File: src/sdr_pkg.sv
// constants and types for the 32-bit spi command decode and register read block
package sdr_pkg;
    localparam int FRAME_BITS = 32;
    localparam logic [5:0] FRAME_CNT = 6'h20;
    localparam logic [3:0] CMD_NULL = 4'h0;
    localparam logic [3:0] CMD_REG_WRITE = 4'h8;
    localparam logic [3:0] CMD_REG_READ = 4'hC;
    localparam logic [3:0] RESP_READ_OK = 4'h6;
    localparam logic [3:0] RESP_WRITE_OK = 4'h4;
    localparam logic [1:0] ST_ERROR = 2'h3;
    localparam logic [23:0] RESET_PAYLOAD = 24'h0C0000;
    // request kinds reported on the decode outputs
    localparam logic [2:0] KIND_SENSOR = 3'h0;
    localparam logic [2:0] KIND_WRITE = 3'h1;
    localparam logic [2:0] KIND_READ = 3'h2;
    localparam logic [2:0] KIND_RESERVED = 3'h3;
    localparam logic [2:0] KIND_NULL = 3'h4;
    typedef enum logic [1:0] {
        SDR_IDLE = 2'b00,
        SDR_SHIFT = 2'b01,
        SDR_FINISH = 2'b11
    } sdr_state_e;
endpackage

File: src/sdr_spi_slave.sv
// spi slave: frame shifting, command decode, register read and error replies
`timescale 1ns/100ps
module sdr_spi_slave import sdr_pkg::*; (
    input wire logic CORE_CLK,
    input wire logic RST_N,
    input wire logic SCLK,
    input wire logic SS_N,
    input wire logic MOSI,
    output logic MISO,
    output logic MISO_OE,
    output logic [6:0] REG_WORD_ADDR,
    input wire logic [7:0] REG_HIGH_BYTE,
    input wire logic [7:0] REG_LOW_BYTE,
    input wire logic SPI_ERR,
    input wire logic MISO_ERR,
    input wire logic [1:0] BASIC_STATUS,
    input wire logic [1:0] DETAIL_STATUS,
    input wire logic [11:0] SENSOR_SAMPLE,
    input wire logic SENSOR_VALID,
    output logic [23:0] RESP_PAYLOAD,
    input wire logic [7:0] RESP_CRC,
    output logic REQ_PULSE,
    output logic [2:0] REQ_KIND,
    output logic [2:0] DATA_SOURCE_ID
);
    logic [2:0] sclk_meta_reg;
    logic [2:0] sclk_sync_reg;
    logic sclk_prev_reg;
    logic ss_prev_reg;
    sdr_state_e state_reg;
    logic [5:0] bit_cnt_reg;
    logic [31:0] rx_reg;
    logic [31:0] tx_reg;
    logic [23:0] payload_next;
    logic sclk_rise;
    logic sclk_fall;
    logic ss_fall;
    logic ss_rise;
    logic [3:0] cmd;
    logic spi_bad;
    logic read_bad;

    // two-stage synchronisers; index 0 sclk, 1 select, 2 data
    always_ff @(posedge CORE_CLK or negedge RST_N)
    begin
        if (!RST_N)
        begin
            sclk_meta_reg <= 3'h2;
            sclk_sync_reg <= 3'h2;
            sclk_prev_reg <= 1'b0;
            ss_prev_reg <= 1'b1;
        end
        else
        begin
            sclk_meta_reg <= {MOSI, SS_N, SCLK};
            sclk_sync_reg <= sclk_meta_reg;
            sclk_prev_reg <= sclk_sync_reg[0];
            ss_prev_reg <= sclk_sync_reg[1];
        end
    end

    // edges only count inside a frame, so idle-time toggles are harmless
    assign sclk_rise = sclk_sync_reg[0] & ~sclk_prev_reg & (state_reg == SDR_SHIFT);
    assign sclk_fall = ~sclk_sync_reg[0] & sclk_prev_reg & (state_reg == SDR_SHIFT);
    assign ss_fall = ~sclk_sync_reg[1] & ss_prev_reg;
    assign ss_rise = sclk_sync_reg[1] & ~ss_prev_reg;

    // frame sequencing
    always_ff @(posedge CORE_CLK or negedge RST_N)
    begin
        if (!RST_N)
            state_reg <= SDR_IDLE;
        else
        begin
            case (state_reg)
                SDR_IDLE: if (ss_fall) state_reg <= SDR_SHIFT;
                SDR_SHIFT: if (ss_rise) state_reg <= SDR_FINISH;
                SDR_FINISH: state_reg <= SDR_IDLE;
                default: state_reg <= SDR_IDLE;
            endcase
        end
    end

    // receive shifter, msb first on rising sclk; count saturates past a full frame
    always_ff @(posedge CORE_CLK or negedge RST_N)
    begin
        if (!RST_N)
        begin
            rx_reg <= 32'h0;
            bit_cnt_reg <= 6'h0;
        end
        else if (ss_fall && state_reg == SDR_IDLE)
            bit_cnt_reg <= 6'h0;
        else if (sclk_rise)
        begin
            rx_reg <= {rx_reg[30:0], sclk_sync_reg[2]};
            if (bit_cnt_reg <= FRAME_CNT)
                bit_cnt_reg <= bit_cnt_reg + 6'h1;
        end
    end

    // word address leaves as soon as bits 23..16 are in; bit 16 is dropped
    always_ff @(posedge CORE_CLK or negedge RST_N)
    begin
        if (!RST_N)
            REG_WORD_ADDR <= 7'h0;
        else if (state_reg == SDR_SHIFT && bit_cnt_reg == 6'h10)
            REG_WORD_ADDR <= rx_reg[7:1];
    end

    // transmit shifter: first bit valid at select fall, next bit on each falling sclk
    always_ff @(posedge CORE_CLK or negedge RST_N)
    begin
        if (!RST_N)
        begin
            tx_reg <= 32'h0;
            MISO <= 1'b0;
            MISO_OE <= 1'b0;
        end
        else if (state_reg == SDR_IDLE && ss_fall)
        begin
            tx_reg <= {RESP_PAYLOAD, RESP_CRC};
            MISO <= RESP_PAYLOAD[23];
            MISO_OE <= 1'b1;
        end
        else if (sclk_fall)
        begin
            tx_reg <= {tx_reg[30:0], 1'b0};
            MISO <= tx_reg[30];
        end
        else if (state_reg != SDR_SHIFT)
        begin
            MISO <= 1'b0;
            MISO_OE <= 1'b0;
        end
    end

    // reply builder; a short or long frame counts as a frame error too
    always_comb
    begin
        cmd = rx_reg[31:28];
        spi_bad = SPI_ERR | (bit_cnt_reg != FRAME_CNT);
        read_bad = spi_bad | MISO_ERR;
        payload_next = {CMD_NULL, ST_ERROR, 2'b00, REG_HIGH_BYTE, REG_LOW_BYTE};
        if (cmd[0])
        begin
            if (!SENSOR_VALID)
                payload_next = {CMD_NULL, ST_ERROR, 12'h000, 4'h0, DETAIL_STATUS};
            // echo puts code bit 0 first, then the source bits, as the reply field expects
            else if (spi_bad)
                payload_next = {cmd[0], cmd[3:1], ST_ERROR, SENSOR_SAMPLE, 4'h0, DETAIL_STATUS};
            else
                payload_next = {cmd[0], cmd[3:1], BASIC_STATUS, SENSOR_SAMPLE, 4'h0, DETAIL_STATUS};
        end
        else if (cmd == CMD_REG_READ && !read_bad)
            payload_next = {RESP_READ_OK, BASIC_STATUS, 2'b00, REG_HIGH_BYTE, REG_LOW_BYTE};
        else if (cmd == CMD_REG_WRITE && !spi_bad)
            payload_next = {RESP_WRITE_OK, BASIC_STATUS, 2'b00, REG_HIGH_BYTE, REG_LOW_BYTE};
    end

    // reply and register pair captured once, as select rises
    always_ff @(posedge CORE_CLK or negedge RST_N)
    begin
        if (!RST_N)
            RESP_PAYLOAD <= RESET_PAYLOAD;
        else if (state_reg == SDR_FINISH)
            RESP_PAYLOAD <= payload_next;
    end

    // decode report, one pulse per finished frame
    always_ff @(posedge CORE_CLK or negedge RST_N)
    begin
        if (!RST_N)
        begin
            REQ_PULSE <= 1'b0;
            REQ_KIND <= KIND_NULL;
            DATA_SOURCE_ID <= 3'h0;
        end
        else
        begin
            REQ_PULSE <= (state_reg == SDR_FINISH);
            if (state_reg == SDR_FINISH)
            begin
                DATA_SOURCE_ID <= cmd[3:1];
                if (cmd[0])
                    REQ_KIND <= KIND_SENSOR;
                else if (cmd == CMD_REG_WRITE)
                    REQ_KIND <= KIND_WRITE;
                else if (cmd == CMD_REG_READ)
                    REQ_KIND <= KIND_READ;
                else if (cmd == CMD_NULL)
                    REQ_KIND <= KIND_NULL;
                else
                    REQ_KIND <= KIND_RESERVED;
            end
        end
    end
endmodule

File: config.mk
export PLATFORM = sky130hd
export DESIGN_NAME = sdr_spi_slave
export DESIGN_NICKNAME = d
export VERILOG_FILES = /design/src/sdr_pkg.sv /design/src/sdr_spi_slave.sv
export SDC_FILE = /design/constraint.sdc
export NUM_CORES = 1
export LEC_CHECK = 0
export BUFFER_PORTS_ARGS = -buffer_cell sky130_fd_sc_hd__buf_2
export CAP_MARGIN = 20
export CORE_MARGIN = 10
export CORE_UTILIZATION = 50
export DETAILED_ROUTE_END_ITERATION = 8
export GPL_TIMING_DRIVEN = 1
export PLACE_DENSITY = 0.76
export SLEW_MARGIN = 25
export SYNTH_ARGS = -nofsm -noshare
export SYNTH_HDL_FRONTEND = slang
export SYNTH_SLANG_ARGS = --single-unit
File: constraint.sdc
create_clock -name CORE_CLK -period 1.6 [get_ports CORE_CLK]
set_input_delay 0.08 -clock CORE_CLK [delete_from_list [all_inputs] [get_ports CORE_CLK]]
set_output_delay 0.08 -clock CORE_CLK [all_outputs]
set_load 0.03 [all_outputs]
# Word level (Yosys, flattened, before mapping)
# Index checks and enable logic that the tools add are counted.
[classes]
add_sub_neg = 1
n_lt_le_gt_ge = 1
n_eq_ne = 10
mux = 22
n_bitwise = 13
n_reduce_logical = 17
[op_table]
columns = ["op", "n"]
rows = [
  ["2-to-1 mux 31 bit", 2],
  ["2-to-1 mux 24 bit", 2],
  ["2-to-1 mux 23 bit", 2],
  ["2-to-1 mux 20 bit", 1],
  ["2-to-1 mux 6 bit", 3],
  ["2-to-1 mux 3 bit", 4],
  ["== test 4 bit, second input constant", 2],
  ["AND reduction 2 bit", 4],
  ["nonzero test 2 bit", 4],
  ["adder 6 x 1 -> 6 bit, second input constant", 1],
  ["bitwise AND 1 bit", 6],
  ["== test 6 x 5 -> 1 bit, second input constant", 1],
  ["less-or-equal comparator 6 bit, second input constant", 1],
  ["!= test 6 bit, second input constant", 1],
  ["2-to-1 mux 1 bit", 5],
  ["inverter 1 bit", 5],
  ["logical AND 1 bit", 4],
  ["zero test 4 bit", 1],
  ["2-to-1 mux 2 bit", 2],
  ["!= test 2 x 1 -> 1 bit, second input constant", 2],
  ["!= test 2 bit, second input constant", 2],
  ["one-hot mux 2 bit (2 select lines)", 1],
  ["nonzero test 3 bit", 1],
  ["== test 2 x 1 -> 1 bit, second input constant", 1],
  ["other kinds (4)", 6],
]
[word_totals]
regBits = 119
input_bits = 48
output_inout_bits = 40
wordCells = 79

# Logic depth before layout (Yosys ltp)
[logic_depth]
ltp_word = 7
mapped_depth = 5
mapped_depth_nobuf = 5

# Worst setup path before layout
# No wires, ideal clock.
[synth_path]
path_kind = "register to register"
from = "register bit_cnt_reg[0]"
to = "register RESP_PAYLOAD[18]"
setup_time_ns = 0.084
arrival_ns = 1.425
required_time_ns = 1.516
slack_ns = 0.091
path_stages_with_launch = 6
n_path_buf = 0
synth_period_minus_slack_ns = 1.509
cell_sequence = "dfrtp_1 inv_1 ha_1 nor4b_2 nand4b_1 o32a_1"
[synth_via]
elab_chain_len = 7
elab_cells_between_ends = 12
cone_classes = "eq/ne: 1; mux: 5; bitwise: 2; reduce/logical: 4"
[synth_lines]
columns = ["element", "line", "text"]
rows = [
  ["start: declaration", "sdr_spi_slave.sv:31", "logic [5:0] bit_cnt_reg;"],
  ["start signal: assignment", "sdr_spi_slave.sv:98", "bit_cnt_reg <= bit_cnt_reg + 6'h1;"],
  ["!= test 6 bit (*)", "sdr_spi_slave.sv:142", "spi_bad = SPI_ERR | (bit_cnt_reg != FRAME_CNT);"],
  ["bitwise OR 1 bit (*)", "sdr_spi_slave.sv:142", ""],
  ["zero test 1 bit or bitwise OR 1 bit (tied branches)", "sdr_spi_slave.sv:157, sdr_spi_slave.sv:143", ""],
  ["logical AND 1 bit or zero test 1 bit (tied branches)", "sdr_spi_slave.sv:157, sdr_spi_slave.sv:155", ""],
  ["2-to-1 mux 23 bit or logical AND 1 bit (tied branches)", "sdr_spi_slave.sv:157, sdr_spi_slave.sv:155", ""],
  ["2-to-1 mux 23 bit", "sdr_spi_slave.sv:155", "else if (cmd == CMD_REG_READ && !read_bad)"],
  ["2-to-1 mux 24 bit (*)", "sdr_spi_slave.sv:145", "if (cmd[0])"],
  ["end signal: assignment", "sdr_spi_slave.sv:167", "RESP_PAYLOAD <= payload_next;"],
  ["end: declaration", "sdr_spi_slave.sv:20", "output logic [23:0] RESP_PAYLOAD,"],
]
# Mark *: on every way between the ends. The rest lies on a longest branch, timed or not.
# A chain may end at the register's enable or synchronous reset.

# Final worst setup path
[layout_path]
from = "register state_reg[0]"
to = "register bit_cnt_reg[1]"
[layout_via]
elab_chain_len = 4
elab_cells_between_ends = 8
cone_classes = "eq/ne: 1; mux: 1; bitwise: 1; reduce/logical: 5"
[layout_lines]
columns = ["element", "line", "text"]
rows = [
  ["start: declaration", "sdr_spi_slave.sv:30", "sdr_state_e state_reg;"],
  ["start signal: assignment", "sdr_spi_slave.sv:72", "state_reg <= SDR_IDLE;"],
  ["start signal: assignment", "sdr_spi_slave.sv:76", "SDR_IDLE: if (ss_fall) state_reg <= SDR_SHIFT;"],
  ["start signal: assignment", "sdr_spi_slave.sv:77", "SDR_SHIFT: if (ss_rise) state_reg <= SDR_FINISH;"],
  ["== test 2 x 1 -> 1 bit or zero test 2 bit (tied branches)", "sdr_spi_slave.sv:63, sdr_spi_slave.sv:92", ""],
  ["bitwise AND 1 bit or logical AND 1 bit (tied branches)", "sdr_spi_slave.sv:63, sdr_spi_slave.sv:92", ""],
  ["nonzero test 2 bit (no line)", "n/a", ""],
  ["AND reduction 2 bit (no line)", "n/a", ""],
]
# Several ways; a longest one is shown, not always the timed one.

==> key figures <==
Global route
  – Initial antenna violation count: 0
  – First-pass GRT wire length: roughly 21000 µm
  – Vias in the first global route: about 4200
  – Largest net degree at the start of global routing: between 50 and 60
  – Total grt overflow: 0
  – Total Routing Usage GR: 0.185

Timing
  – Max-slew violation count: 0
  – Clock Skews: between 0.007 and 0.008 ns
  – Fin crit share: 0.968
  – Final-report hold violation count: 0
  – Worst slew pin tran: roughly 0.44 ns
  – Final Setup Violations: 0
  – FMAX: around 0.65 GHz
  – Setup slack after layout: slightly above 0.05 ns
  – Final min period: 1.55 ns
  – RSZ-0062 raised after global routing: true
  – Worst slew margin: 0.707

Setup path
  – Critical Path RT: about 2.0 ns
  – Slowest CP cell: dfrtp_2
  – Setup CP Type: reg -> reg
  – Crit Path Max Fanout: 8
  – Launch point of the worst path: state_reg[0]
  – Top Family by Delay on Critical Path: flip-flops
  – Buf/Inv on CP: 1
  – Worst path max stage delay: between 0.4 and 0.5 ns
  – CP arrival: a little under 2 ns
  – CP Capture Type: register
  – Type of element launching the critical path: register
  – Worst path cell trace: nor4b_4 -> buf_4 -> nor2_1 -> mux2_2
  – Reg2reg setup slack: between 0.05 and 0.06 ns
  – R2R Path Start: state_reg[0]

Route
  – First-pass DRT Iterations: 5
  – DRC Markers: 0
  – Vias post-DR: roughly 4000
  – Avg WL per Cell: roughly 17 µm
  – Number of nets with antenna violations after routing: 0
  – Iter 0 DRT Violations: between 200 and 300
  – Final WL: about 13000 µm
  – Vias per cell: approximately 5.1

Status
  – Status: complete, no violations

Pwr
  – Seq pwr share: 0.412
  – Sw Share: 0.335
  – Pint: 7.06 mW
  – Max IR drop VDD: a little under 800 µV
  – PD cells: 1580 mW/mm²
  – Combinational group share of total power: 0.263
  – Clk network pwr share: 0.325
  – Sw power: between 3 and 4 mW
  – LEAKAGE: ~3.4 nW

Layout
  – Cell area after layout: 0.00671 mm²
  – # diodes: 0
  – Number of nets in the layout: roughly 680
  – Area Overhead vs Synth: 37.0%
  – Max reg flops: 32
  – Share of layout cells above drive strength 1: 0.269

Logic synthesis
  – Top_reg_cell synth: dfrtp_1
  – Top area cells in the synthesized netlist: dfrtp_1 58%, nand2_1 9.5%, a22oi_1 4.9%
  – Count of unique library cells instantiated by Yosys: between 40 and 50
  – Mapped Avg Cell Area: roughly 10 µm²
  – Top cells by count, synth: 124 x nand2_1, 113 x dfrtp_1, 38 x inv_1
  – Post-synth EDFFs: 0
  – Synth Instances: about 480
  – Top-count cell post-synth: nand2_1
  – Fraction of registers with async set/reset: 1.00
  – Seq cells post-synth: 119
  – Post-synth top area cell: dfrtp_1
  – Sequential cell area fraction in the yosys report: 0.610
  – Syn Nets: 529
  – Cell area after synthesis: a little under 0.005 mm²
  – Synth Warn #: 0
  – Share of the synthesized area in the top cell type: 0.578

Job
  – Max-Cap Viols: 0

Min path
  – HP Start: REG_HIGH_BYTE[6]
  – HP Class: in -> reg

Die
  – Core region area: 0.00964 mm²
  – Die X: 119 µm
  – Initial Util: 0.508
  – Die Area: between 0.01 and 0.015 mm²
  – Chip Height: about 120 µm
  – Site row count: 36
  – # IOs: just under 90

Place
  – Routability cong.: around 0.82
  – DP Wirelength: 7920 µm
  – DP Area: 0.00563 mm²
  – Placement Setup Slack: -0.0698 ns
  – Port bufs: 87

Clocking
  – CTS tree: yes
  – Root Buffer Master: clkbuf_8
  – Worst skew pair latency: about 0.5 ns
  – CTS buffer count: 17
  – Htree depth: 4
  – Clock transition at path regs: approximately 0.060 ns
  – Maximum buffer depth of the clock tree: 2
  – Clock sinks: around 120
## cell type report
cell class              instances  area, µm²
well taps                     133        166
clock buffers                  21        449
repair buffers                155       1120
multi-input cells             294       1730
fillers                       714       2930
flip-flops and latches        119       2990
inverters                      39        146
clock inverters                11        101
## worst paths after layout
path | to | depth (start not counted)
max | bit_cnt_reg[1] | 4
min | RESP_PAYLOAD[14] | 4
max reg2reg | bit_cnt_reg[1] | 4
min reg2reg | sclk_sync_reg[0] | 0
max in group asynchronous | RESP_PAYLOAD[16] | 3
min in group asynchronous | RESP_PAYLOAD[18] | 2
## worst register-to-register path, cell delays in order (launching register included)
cell	delay (ns)
dfrtp_2	0.48
nor4b_4	0.43
buf_4	0.22
nor2_1	0.06
mux2_2	0.26
## logic make-up (layout without fill, tap and decap cells)
group	count (synthesis)	count (layout)	share of synthesized area
xor gates and xnor gates	1	1	0.00179
DFF	119	119	0.610
AOI/OAI and AO/OA	112	112	0.141
muxes	16	16	0.0355
adders and majority gates	2	2	0.00511
and+or+nand+nor	163	163	0.154
buffers and inverters	66	226	0.0524
## per-layer routing
| layer | wire, µm | vias up | GRT usage |
|---|---|---|---|
| met5 | 0 | - | 0 |
| met4 | 203 | 0 | 0.0611 |
| met3 | 676 | 20 | 0.0619 |
| met2 | 6430 | 113 | 0.307 |
| met1 | 5470 | 1932 | 0.223 |
| li1 | - | 1899 | - |
## repair_timing
action                                  in CTS  in global routing
cloned                                       0                  0
gates resized for setup                      2                 12
buffers inserted                             0                  3
pin swaps                                    0                  5
endpoints found under the setup margin       2                 46
hold endpoints to repair                   152                  0
hold buffers                                44                  0
## cells in the final DEF, fill, tap and decap left out, types with 10 or more instances in the layout
master and instances:
a22oi_1 32, inv_1 37, buf_4 19, a21oi_1 12, nand2_1 124, dlygate4sd3_1 44
clkbuf_16 16, mux2_2 10, nor2b_1 10, buf_2 86, o21ai_0 21, dfrtp_1 111
o21ai_1 31
## power groups by stage
stage	clock (mW)	sequential, mW	combinational (mW)
6_report	3.45	4.38	2.79
5_1_grt	3.68	4.48	3.09
4_1_cts	3.52	4.34	2.66
3_5_place_dp	0	4.39	2.54
3_3_place_gp	0	4.34	2.43
2_1_floorplan	0	4.77	1.12
## stage by stage
step	cells	utilization	power, mW	setup TNS [ns]	hold slack [ns]
2_1_floorplan	479	-	5.89	0	-0.216
3_3_place_gp	693	0.584	6.77	0	-0.0537
3_5_place_dp	693	0.584	6.93	-0.0698	-0.0444
4_1_cts	769	0.687	10.5	0	0.0105
5_1_grt	772	0.696	11.3	0	0.0638
6_report	772	0.696	10.6	0	0.0255
No activity file was read; power rests on OpenSTA's default activity.
